**config.mk**
```make
export PLATFORM = sky130hd
export DESIGN_NAME = rcc_top
export DESIGN_NICKNAME = d
export VERILOG_FILES = /design/src/rtl/rcc_pkg.sv /design/src/rtl/rcc_top.sv /design/src/rtl/rcc_wdt.sv
export VERILOG_INCLUDE_DIRS = /design/src /design/src/rtl
export SDC_FILE = /design/constraint.sdc
export NUM_CORES = 1
export LEC_CHECK = 0
export BUFFER_PORTS_ARGS = -buffer_cell sky130_fd_sc_hd__buf_2
export CAP_MARGIN = 20
export CORE_MARGIN = 5
export CORE_UTILIZATION = 35
export DETAILED_ROUTE_END_ITERATION = 12
export GPL_ROUTABILITY_DRIVEN = 0
export PLACE_DENSITY = 0.58
export SYNTH_ARGS = -nofsm -noshare
export SYNTH_HDL_FRONTEND = slang
export SYNTH_HIERARCHICAL = 1
export SYNTH_SLANG_ARGS = --single-unit
```
**constraint.sdc**
```tcl
create_clock -name mclk -period 3.9 [get_ports mclk]
set_clock_uncertainty 0.2 [all_clocks]
set_input_delay 0 -clock mclk [delete_from_list [all_inputs] [get_ports mclk]]
set_output_delay 0 -clock mclk [all_outputs]
set_load 0.005 [all_outputs]
```
**src/rtl/rcc_cfg.svh**
```systemverilog
`ifndef RCC_CFG_SVH
`define RCC_CFG_SVH

// register offsets
`define RCC_ADDR_STATUS     8'h03
`define RCC_ADDR_SCRATCH    8'h08
`define RCC_ADDR_CONFIG     8'h10
`define RCC_ADDR_IRQ_STAT   8'h11
`define RCC_ADDR_IRQ_MASK   8'h12

// status field positions and power-on value
`define RCC_STATUS_POR      8'h18
`define RCC_ST_TO_BIT       4
`define RCC_ST_PD_BIT       3

// configuration word fields
`define RCC_CFG_WATCHDOG_ENABLE_BIT    2
`define RCC_CFG_CP_MSB      11
`define RCC_CFG_CP_LSB      3
`define RCC_CFG_RESET       12'hfff

// interrupt status bits
`define RCC_EV_POR          0
`define RCC_EV_MASTER_CLEAR_N_RUN     1
`define RCC_EV_MASTER_CLEAR_N_WAKE    2
`define RCC_EV_WDT_RUN      3
`define RCC_EV_WDT_WAKE     4

// timing
`define RCC_CLK_MHZ         125
`define RCC_WDT_NOM_US      18000
`define RCC_WDT_CYCLES      (`RCC_WDT_NOM_US * `RCC_CLK_MHZ)
`define RCC_HOLD_CYCLES     4'h8

`endif

```
**src/rtl/rcc_pkg.sv**
```systemverilog
package rcc_pkg;

  typedef enum logic [1:0] {
    RCC_LOW_POWER_CRYSTAL  = 2'h0,
    RCC_STANDARD_CRYSTAL   = 2'h1,
    RCC_HIGH_SPEED_CRYSTAL = 2'h2,
    RCC_RESISTOR_CAP_OSC   = 2'h3
  } rcc_osc_t;

  // gray along hold -> run -> sleep
  typedef enum logic [1:0] {
    RCC_HOLD  = 2'h3,
    RCC_RUN   = 2'h1,
    RCC_SLEEP = 2'h0
  } rcc_fsm_t;

  typedef struct packed {
    logic page_bit_2;
    logic page_bit_1;
    logic page_bit_0;
    logic timeout_flag_n;
    logic powerdown_flag_n;
    logic zero_flag;
    logic digit_carry_flag;
    logic carry_flag;
  } rcc_status_t;

  typedef struct packed {
    logic [8:0] code_protect;
    logic       watchdog_enable;
    rcc_osc_t   oscillator_select;
  } rcc_config_t;

  typedef struct packed {
    logic [21:0] cnt;
    logic        expire;
  } rcc_wdt_state_t;

  typedef struct packed {
    rcc_fsm_t    fsm;
    logic [3:0]  hold_cnt;
    logic        dev_reset;
    logic        master_clear_n_prev;
    rcc_status_t status;
    rcc_config_t cfg;
    logic [7:0]  scratch;
    logic [4:0]  irq_stat;
    logic [4:0]  irq_mask;
    logic        irq;
    logic        asleep;
    logic        prot_on;
    logic [7:0]  rdata;
  } rcc_state_t;

endpackage : rcc_pkg

```
**src/rtl/rcc_top.sv**
```systemverilog
`timescale 1ns/1ps
`include "rcc_cfg.svh"

module rcc_top #(
  parameter int unsigned WDT_CYCLES = `RCC_WDT_CYCLES
) (
  input  wire logic          mclk,
  input  wire logic          rst,
  input  wire logic          master_clear_n,
  input  wire logic          sleep_enter,
  input  wire logic          wdt_kick,
  input  wire logic [11:0]   config_word,
  input  wire logic [7:0]    addr,
  input  wire logic [7:0]    wdata,
  input  wire logic          wr,
  input  wire logic          rd,
  output logic [7:0]         rdata,
  output logic               irq,
  output logic               dev_reset,
  output logic               sleeping,
  output logic               timeout_flag_n,
  output logic               powerdown_flag_n,
  output logic               watchdog_enable,
  output rcc_pkg::rcc_osc_t  oscillator_select,
  output logic               code_protect_on
);
  import rcc_pkg::*;

  rcc_state_t q, d;
  logic       wdt_expire;
  logic       wdt_restart;
  logic       in_sleep;
  logic       master_clear_n_ev;
  logic       wdt_ev;
  logic       cp_on;

  assign in_sleep    = (q.fsm == RCC_SLEEP);
  assign master_clear_n_ev     = q.master_clear_n_prev && !master_clear_n;
  assign wdt_ev      = wdt_expire && q.cfg.watchdog_enable;
  assign wdt_restart = q.dev_reset || wdt_kick || (sleep_enter && q.fsm == RCC_RUN);
  assign cp_on       = ~&q.cfg.code_protect;

  rcc_wdt #(
    .CYCLES (WDT_CYCLES)
  ) u_wdt (
    .mclk    (mclk),
    .rst     (rst),
    .enable  (q.cfg.watchdog_enable),
    .restart (wdt_restart),
    .expire  (wdt_expire)
  );

  always_comb begin
    logic [4:0] ev;
    logic       rd_irq;
    ev     = '0;
    rd_irq = rd && (addr == `RCC_ADDR_IRQ_STAT);
    d      = q;
    d.rdata     = '0;
    d.master_clear_n_prev = master_clear_n;

    // cause classification and status update
    if (master_clear_n_ev) begin
      d.status.page_bit_2 = 1'b0;
      d.status.page_bit_1 = 1'b0;
      d.status.page_bit_0 = 1'b0;
      if (in_sleep) begin
        d.status.timeout_flag_n   = 1'b1;
        d.status.powerdown_flag_n = 1'b0;
        ev[`RCC_EV_MASTER_CLEAR_N_WAKE]     = 1'b1;
      end else begin
        ev[`RCC_EV_MASTER_CLEAR_N_RUN] = 1'b1;
      end
    end else if (wdt_ev) begin
      d.status.page_bit_2     = 1'b0;
      d.status.page_bit_1     = 1'b0;
      d.status.page_bit_0     = 1'b0;
      d.status.timeout_flag_n = 1'b0;
      if (in_sleep) begin
        d.status.powerdown_flag_n = 1'b0;
        ev[`RCC_EV_WDT_WAKE]      = 1'b1;
      end else begin
        d.status.powerdown_flag_n = 1'b1;
        ev[`RCC_EV_WDT_RUN]       = 1'b1;
      end
    end

    // sequencing: any event forces a full device reset, also from sleep
    if (master_clear_n_ev || wdt_ev) begin
      d.fsm       = RCC_HOLD;
      d.hold_cnt  = '0;
      d.dev_reset = 1'b1;
      d.irq_mask  = '0;
    end else begin
      case (q.fsm)
        RCC_HOLD: begin
          if (!master_clear_n) begin
            d.hold_cnt = '0;
          end else if (q.hold_cnt == `RCC_HOLD_CYCLES - 4'h1) begin
            d.fsm       = RCC_RUN;
            d.dev_reset = 1'b0;
          end else begin
            d.hold_cnt = q.hold_cnt + 4'h1;
          end
        end
        RCC_RUN: begin
          if (sleep_enter) begin
            d.fsm = RCC_SLEEP;
          end
        end
        RCC_SLEEP: begin
          d.fsm = RCC_SLEEP;
        end
        default: begin
          d.fsm = RCC_HOLD;
        end
      endcase
    end

    // register writes, ignored while the core is held in reset
    if (wr && !q.dev_reset && !master_clear_n_ev && !wdt_ev) begin
      case (addr)
        `RCC_ADDR_STATUS: begin
          d.status.page_bit_2       = wdata[7];
          d.status.page_bit_1       = wdata[6];
          d.status.page_bit_0       = wdata[5];
          d.status.zero_flag        = wdata[2];
          d.status.digit_carry_flag = wdata[1];
          d.status.carry_flag       = wdata[0];
        end
        `RCC_ADDR_SCRATCH:  d.scratch  = wdata;
        `RCC_ADDR_IRQ_MASK: d.irq_mask = wdata[4:0];
        default: begin
        end
      endcase
    end
    if (wr && (addr == `RCC_ADDR_SCRATCH) && (master_clear_n_ev || wdt_ev || q.dev_reset)) begin
      d.scratch = q.scratch;
    end

    // register reads
    if (rd) begin
      case (addr)
        `RCC_ADDR_STATUS:   d.rdata = q.status;
        `RCC_ADDR_SCRATCH:  d.rdata = q.scratch;
        `RCC_ADDR_CONFIG:   d.rdata = {3'h0, q.cfg.watchdog_enable, cp_on, 1'b0, q.cfg.oscillator_select};
        `RCC_ADDR_IRQ_STAT: d.rdata = {3'h0, q.irq_stat};
        `RCC_ADDR_IRQ_MASK: d.rdata = {3'h0, q.irq_mask};
        default:            d.rdata = '0;
      endcase
    end

    // sticky events, set wins over the read clear
    d.irq_stat = (rd_irq ? 5'h00 : q.irq_stat) | ev;

    // power-on: everything but scratch to defined values
    if (rst) begin
      d.fsm         = RCC_HOLD;
      d.hold_cnt    = '0;
      d.dev_reset   = 1'b1;
      d.master_clear_n_prev   = 1'b1;
      d.status      = `RCC_STATUS_POR;
      d.cfg         = rcc_config_t'(config_word);
      d.scratch     = q.scratch;
      d.irq_stat    = 5'h01 << `RCC_EV_POR;
      d.irq_mask    = '0;
      d.rdata       = '0;
    end

    d.irq = |(d.irq_stat & d.irq_mask);
    // registered copies so every output leaves a flop
    d.asleep  = (d.fsm == RCC_SLEEP);
    d.prot_on = ~&d.cfg.code_protect;
  end

  always_ff @(posedge mclk) begin
    q <= d;
  end

  assign rdata             = q.rdata;
  assign irq               = q.irq;
  assign dev_reset         = q.dev_reset;
  assign sleeping          = q.asleep;
  assign timeout_flag_n    = q.status.timeout_flag_n;
  assign powerdown_flag_n  = q.status.powerdown_flag_n;
  assign watchdog_enable   = q.cfg.watchdog_enable;
  assign oscillator_select = q.cfg.oscillator_select;
  assign code_protect_on   = q.prot_on;
endmodule : rcc_top

```
**src/rtl/rcc_wdt.sv**
```systemverilog
`timescale 1ns/1ps
`include "rcc_cfg.svh"

module rcc_wdt #(
  parameter int unsigned CYCLES = `RCC_WDT_CYCLES
) (
  input  wire logic mclk,
  input  wire logic rst,
  input  wire logic enable,
  input  wire logic restart,
  output logic      expire
);
  import rcc_pkg::*;

  rcc_wdt_state_t q, d;

  always_comb begin
    d        = q;
    d.expire = 1'b0;
    if (rst || restart || !enable) begin
      d.cnt = '0;
    end else if (q.cnt == 22'(CYCLES - 1)) begin
      d.cnt    = '0;
      d.expire = 1'b1;
    end else begin
      d.cnt = q.cnt + 22'h1;
    end
  end

  always_ff @(posedge mclk) begin
    q <= d;
  end

  assign expire = q.expire;

endmodule : rcc_wdt

```
Word level (Yosys, flattened, before mapping)
Index checks and enable logic that the tools add are counted.
{"block": "totals", "reg_bits": 80, "in_bits": 35, "out_inout_bits": 17, "word_cells": 110}
{"block": "classes", "n_addsub": 2, "eq_ne": 11, "n_mux": 32, "bitwise_logic": 5, "n_reduce_logical": 36}
{"op": "two-way mux 46 bit", "n": 1}
{"op": "case mux 8 bit (5 select lines)", "n": 1}
{"op": "two-way mux 5 bit", "n": 7}
{"op": "equality test 8 x 5 -> 1 bit (second input constant)", "n": 3}
{"op": "two-way mux 8 bit", "n": 3}
{"op": "adder 22 x 1 -> 22 bit (second input constant)", "n": 1}
{"op": "equality test 22 bit (second input constant)", "n": 1}
{"op": "AND reduction 9 bit", "n": 2}
{"op": "two-way mux 2 bit", "n": 7}
{"op": "two-way mux 3 bit", "n": 4}
{"op": "logical AND 1 bit", "n": 9}
{"op": "equality test 8 x 2 -> 1 bit (second input constant)", "n": 1}
{"op": "equality test 8 x 4 -> 1 bit (second input constant)", "n": 1}
{"op": "two-way mux 4 bit", "n": 2}
{"op": "logical NOT 1 bit", "n": 7}
{"op": "two-way mux 7 bit", "n": 1}
{"op": "logical OR 1 bit", "n": 6}
{"op": "case mux 2 bit (3 select lines)", "n": 1}
{"op": "AND reduction 2 bit", "n": 3}
{"op": "OR reduction 2 bit", "n": 3}
{"op": "AND 5 bit", "n": 1}
{"op": "two-way mux 1 bit", "n": 5}
{"op": "bitwise OR 5 bit", "n": 1}
{"op": "OR reduction 5 bit", "n": 1}
{"op": "other kinds (10)", "n": 14}

Depth between registers and ports, before layout
{"block": "depth", "word_depth": 10, "depth_mapped": 7, "depth_no_buf": 6}

Cells and area by module
Netlist, hierarchy kept.
{"module": "rcc_top", "n_inst": 1, "cells_per_inst": 242, "area_each_um2": 2403.6, "seq_area_each_um2": 1251.2}
{"module": "rcc_wdt", "n_inst": 1, "cells_per_inst": 118, "area_each_um2": 1024.7, "seq_area_each_um2": 460.4}

Worst setup path before layout
Ideal clock, no wire load.
{"block": "synth_timing", "kind": "input port to flip-flop", "startpoint": "input port addr[3]", "endpoint": "register q[21] (netlist name)", "setup_ns": 0.370, "arrival_ns": 1.474, "required_time_ns": 3.330, "path_slack_ns": 1.856, "cell_stages": 6, "path_buffers": 2, "cell_sequence": "clkbuf_1 -> nor4b_1 -> nor2b_1 -> clkbuf_1 -> nand2_1 -> nor2_1"}
{"item": "from (decl)", "line": "rcc_top.sv:13", "text": "input wire logic [7:0] addr,"}

==> summary.txt <==
Status = finished, final reports clean
PD cells = 394 mW/mm2
Clock sink total = 80
Setup repair bufs after CTS = 0
First-pass GRT wire length = 13500 um
Clock Power Share = 43.6%
Post-synth EDFFs = 11
Sw Share = 21.7%
Logic pwr share = 5.9%
HPWL Detailed = 5780 um
Most common library cell in the layout ignoring fill and taps = dfxtp_1
Register area share after synthesis = 49.9%
Routed WL per cell = 14.5 um
Yosys reg bits = 80
Cells after Synth = 360
DRT iter0 DRCs = 138
Internal Pwr Total = 1.33 mW
I/O Buffers = 51
Initial antenna violation count = 0
Final Cycle Share = 78.0%
Total power = 1.70 mW
Multi-input gate area = 0.00155 mm2
CTS tree = yes
Final-stage net count = 471
Worst setup endpoint = irq
Die H = 109 um
Synthesis-to-finish area growth = 25.6%
Largest net degree at the start of global routing = 37
Startpoint Class = input pin
CTS clk-pin slew, worst paths = 0.09 ns
Post-route ant nets = 0
Die area = 0.0119 mm2
Async set or reset register ratio after synthesis = 0%
I/O pin total = 52
Post-synth cell types = 51
Critical path launch point = addr[2]
Switching pwr = 367 uW
Grt peak-use layer = met2
Routed via count = 2833
GR Layer Usage met2 = 23.1%
# rows = 36
Leading post-synthesis cells by cell area = dfxtp_1 (40%), edfxtp_1 (9.6%), nor2_1 (4.3%)
Later-pin clock latency in the skew report = 0.35 ns
Core Region = 0.00968 mm2
Register area = 0.00171 mm2
Max clock buf depth = 2
Hold path startpoint = addr[6]
Inserted Clock Buffers = 9
Syn_nets = 397
Setup TNS = 0 ns
R2R depth = 6
Top-area cell type share of the netlist area = 40.3%
Worst-Margin Slew = 0.950 ns
Top FF cell, synth = dfxtp_1
Yosys top cell by area = dfxtp_1
Critical Path AT = 3.06 ns
Initial Utilization = 35.4%
GRT overflow = 0
Average size of a mapped cell = 9.52 um2
Critical R2R Launch = watchdog_enable
Worst Hold Class = in -> reg
CP required = 3.92 ns
Max-cap violations = 0
Commonest cells after routing, fill and taps aside = dfxtp_1 (69), buf_2 (51), nor2_1 (39)
TritonRoute pass-1 iters = 4
Reg power frac = 50.5%
Post-Route WL = 8280 um
CP Max Fanout = 8
Rel. slew slack = 36.1%
GR Layer Usage met3 = 3.43%
LEAKAGE = 1.52 nW
Root Driver = clkbuf_8
Endpoints failing hold = 0
Share of post-route cells with drive strength above 1 = 20.5%
WS Path Type = in -> reg
Layout filler cell count = 950
Die W = 109 um
Vias in the first global route = 2797
GRT Util Overall = 14.6%
Met1 Use GR = 18.9%
DRC viols = 0
Peak Freq = 329 MHz
Mapped Area = 0.00343 mm2
Min cycle time layout = 3.04 ns
Routed vias/inst = 4.95
Max Slew Vio Count = 0
VDD IR max = 193 uV
Setup violators final = 0
ANT cells = 0
Yosys warnings = 6
CTS H-tree lvls = 3
FF-to-FF End = q[48]
Unrepaired setup endpoints after global routing = no
Flop2flop setup slack = 1.39 ns
Worst setup EP type = flop
## flip-flops by register name, indices dropped and copies added (netlist names)
signal	flops
q	40
timeout_flag_n	1
powerdown_flag_n	1
watchdog_enable	1
code_protect_on	1
dev_reset	1
irq	1
u_wdt/expire	1
rdata	8
sleeping	1
u_wdt/q	22
oscillator_select	2
## cell families (layout without fill, tap and decap cells)
| logic type | count (synthesis) | in the layout | share of synthesized area [%] |
|---|---|---|---|
| adders and majority gates | 2 | 2 | 0.730 |
| xor gates and xnor gates | 14 | 14 | 3.58 |
| DFF | 80 | 80 | 49.9 |
| buffers and inverters | 32 | 111 | 4.85 |
| and+or+nand+nor | 155 | 155 | 24.5 |
| AOI/OAI and AO/OA | 62 | 62 | 11.6 |
| muxes | 15 | 15 | 4.82 |
## cell usage after synthesis, drive strengths merged, types with 3 or more instances
library cell	number
a21o	3
a21oi	24
a22oi	8
a31oi	3
and3	5
buf	14
clkbuf	9
dfxtp	69
edfxtp	11
inv	9
mux2	12
mux2i	3
nand2	32
nand2b	8
nand3	19
nand4	9
nor2	39
nor2b	5
nor3	10
nor4	9
nor4b	4
o211ai	5
o21ai	9
or3	3
or4	3
xnor2	11
xor2	3
## through the flow
stage               cells  util [%]  setup WS [ns]  hold slack (ns)  cell area, um2
finish                572      44.5          0.860           0.0272            4310
CTS                   572      44.5          0.884          0.00766            4310
detailed placement    522      38.5           1.50          -0.0189            3720
floorplan             360         -           1.86           -0.101            3430
global route          572      44.5          0.748           0.0427            4310
global placement      522      38.5           1.55          -0.0235            3720
## worst max-delay path: stages
cell	delay, ns
dlygate4sd3_1	0.54
buf_2	0.12
or4_4	0.47
dlygate4sd3_1	0.66
nor4b_4	0.40
nand3_1	0.28
a21o_1	0.26
a22oi_1	0.20
nand4_1	0.12
## area by class of cell
| type | count | area share [%] |
|---|---|---|
| clock buffers | 9 | 2.88 |
| clock inverters | 7 | 2.73 |
| inverters | 9 | 0.784 |
| multi-input cells | 248 | 36.0 |
| flip-flops and latches | 80 | 39.7 |
| well taps | 133 | 3.86 |
| repair buffers | 86 | 14.0 |
## what timing repair did
action	CTS	global route
resized for setup	0	0
hold buffers	34	0
hold endpoints to repair	57	0
## metal layers
metal  vias up  share of wire, %
met3        12               5.9
met5         -                 0
li1       1427                 -
met4         0               1.7
met1      1322                46
met2        72                47
## how the worst min path moves through the flow
stage | cells past startpoint | slack [ns] | end
2_1_floorplan | 0 | -0.10 | oscillator_select[0]
3_3_place_gp | 1 | -0.02 | oscillator_select[0]
3_5_place_dp | 1 | -0.02 | oscillator_select[0]
4_1_cts | 5 | 0.008 | rdata[1]
5_1_grt | 5 | 0.04 | rdata[0]
6_report | 5 | 0.03 | rdata[1]
## power by group through the flow
stage,clock (mW),sequential [mW],combinational [mW]
finish,0.740,0.856,0.0998
global route,0.799,0.858,0.109
CTS,0.755,0.857,0.0998
detailed placement,0,0.876,0.0761
global placement,0,0.875,0.0750
floorplan,0,0.874,0.0441
(Power assumes the default switching activity.)
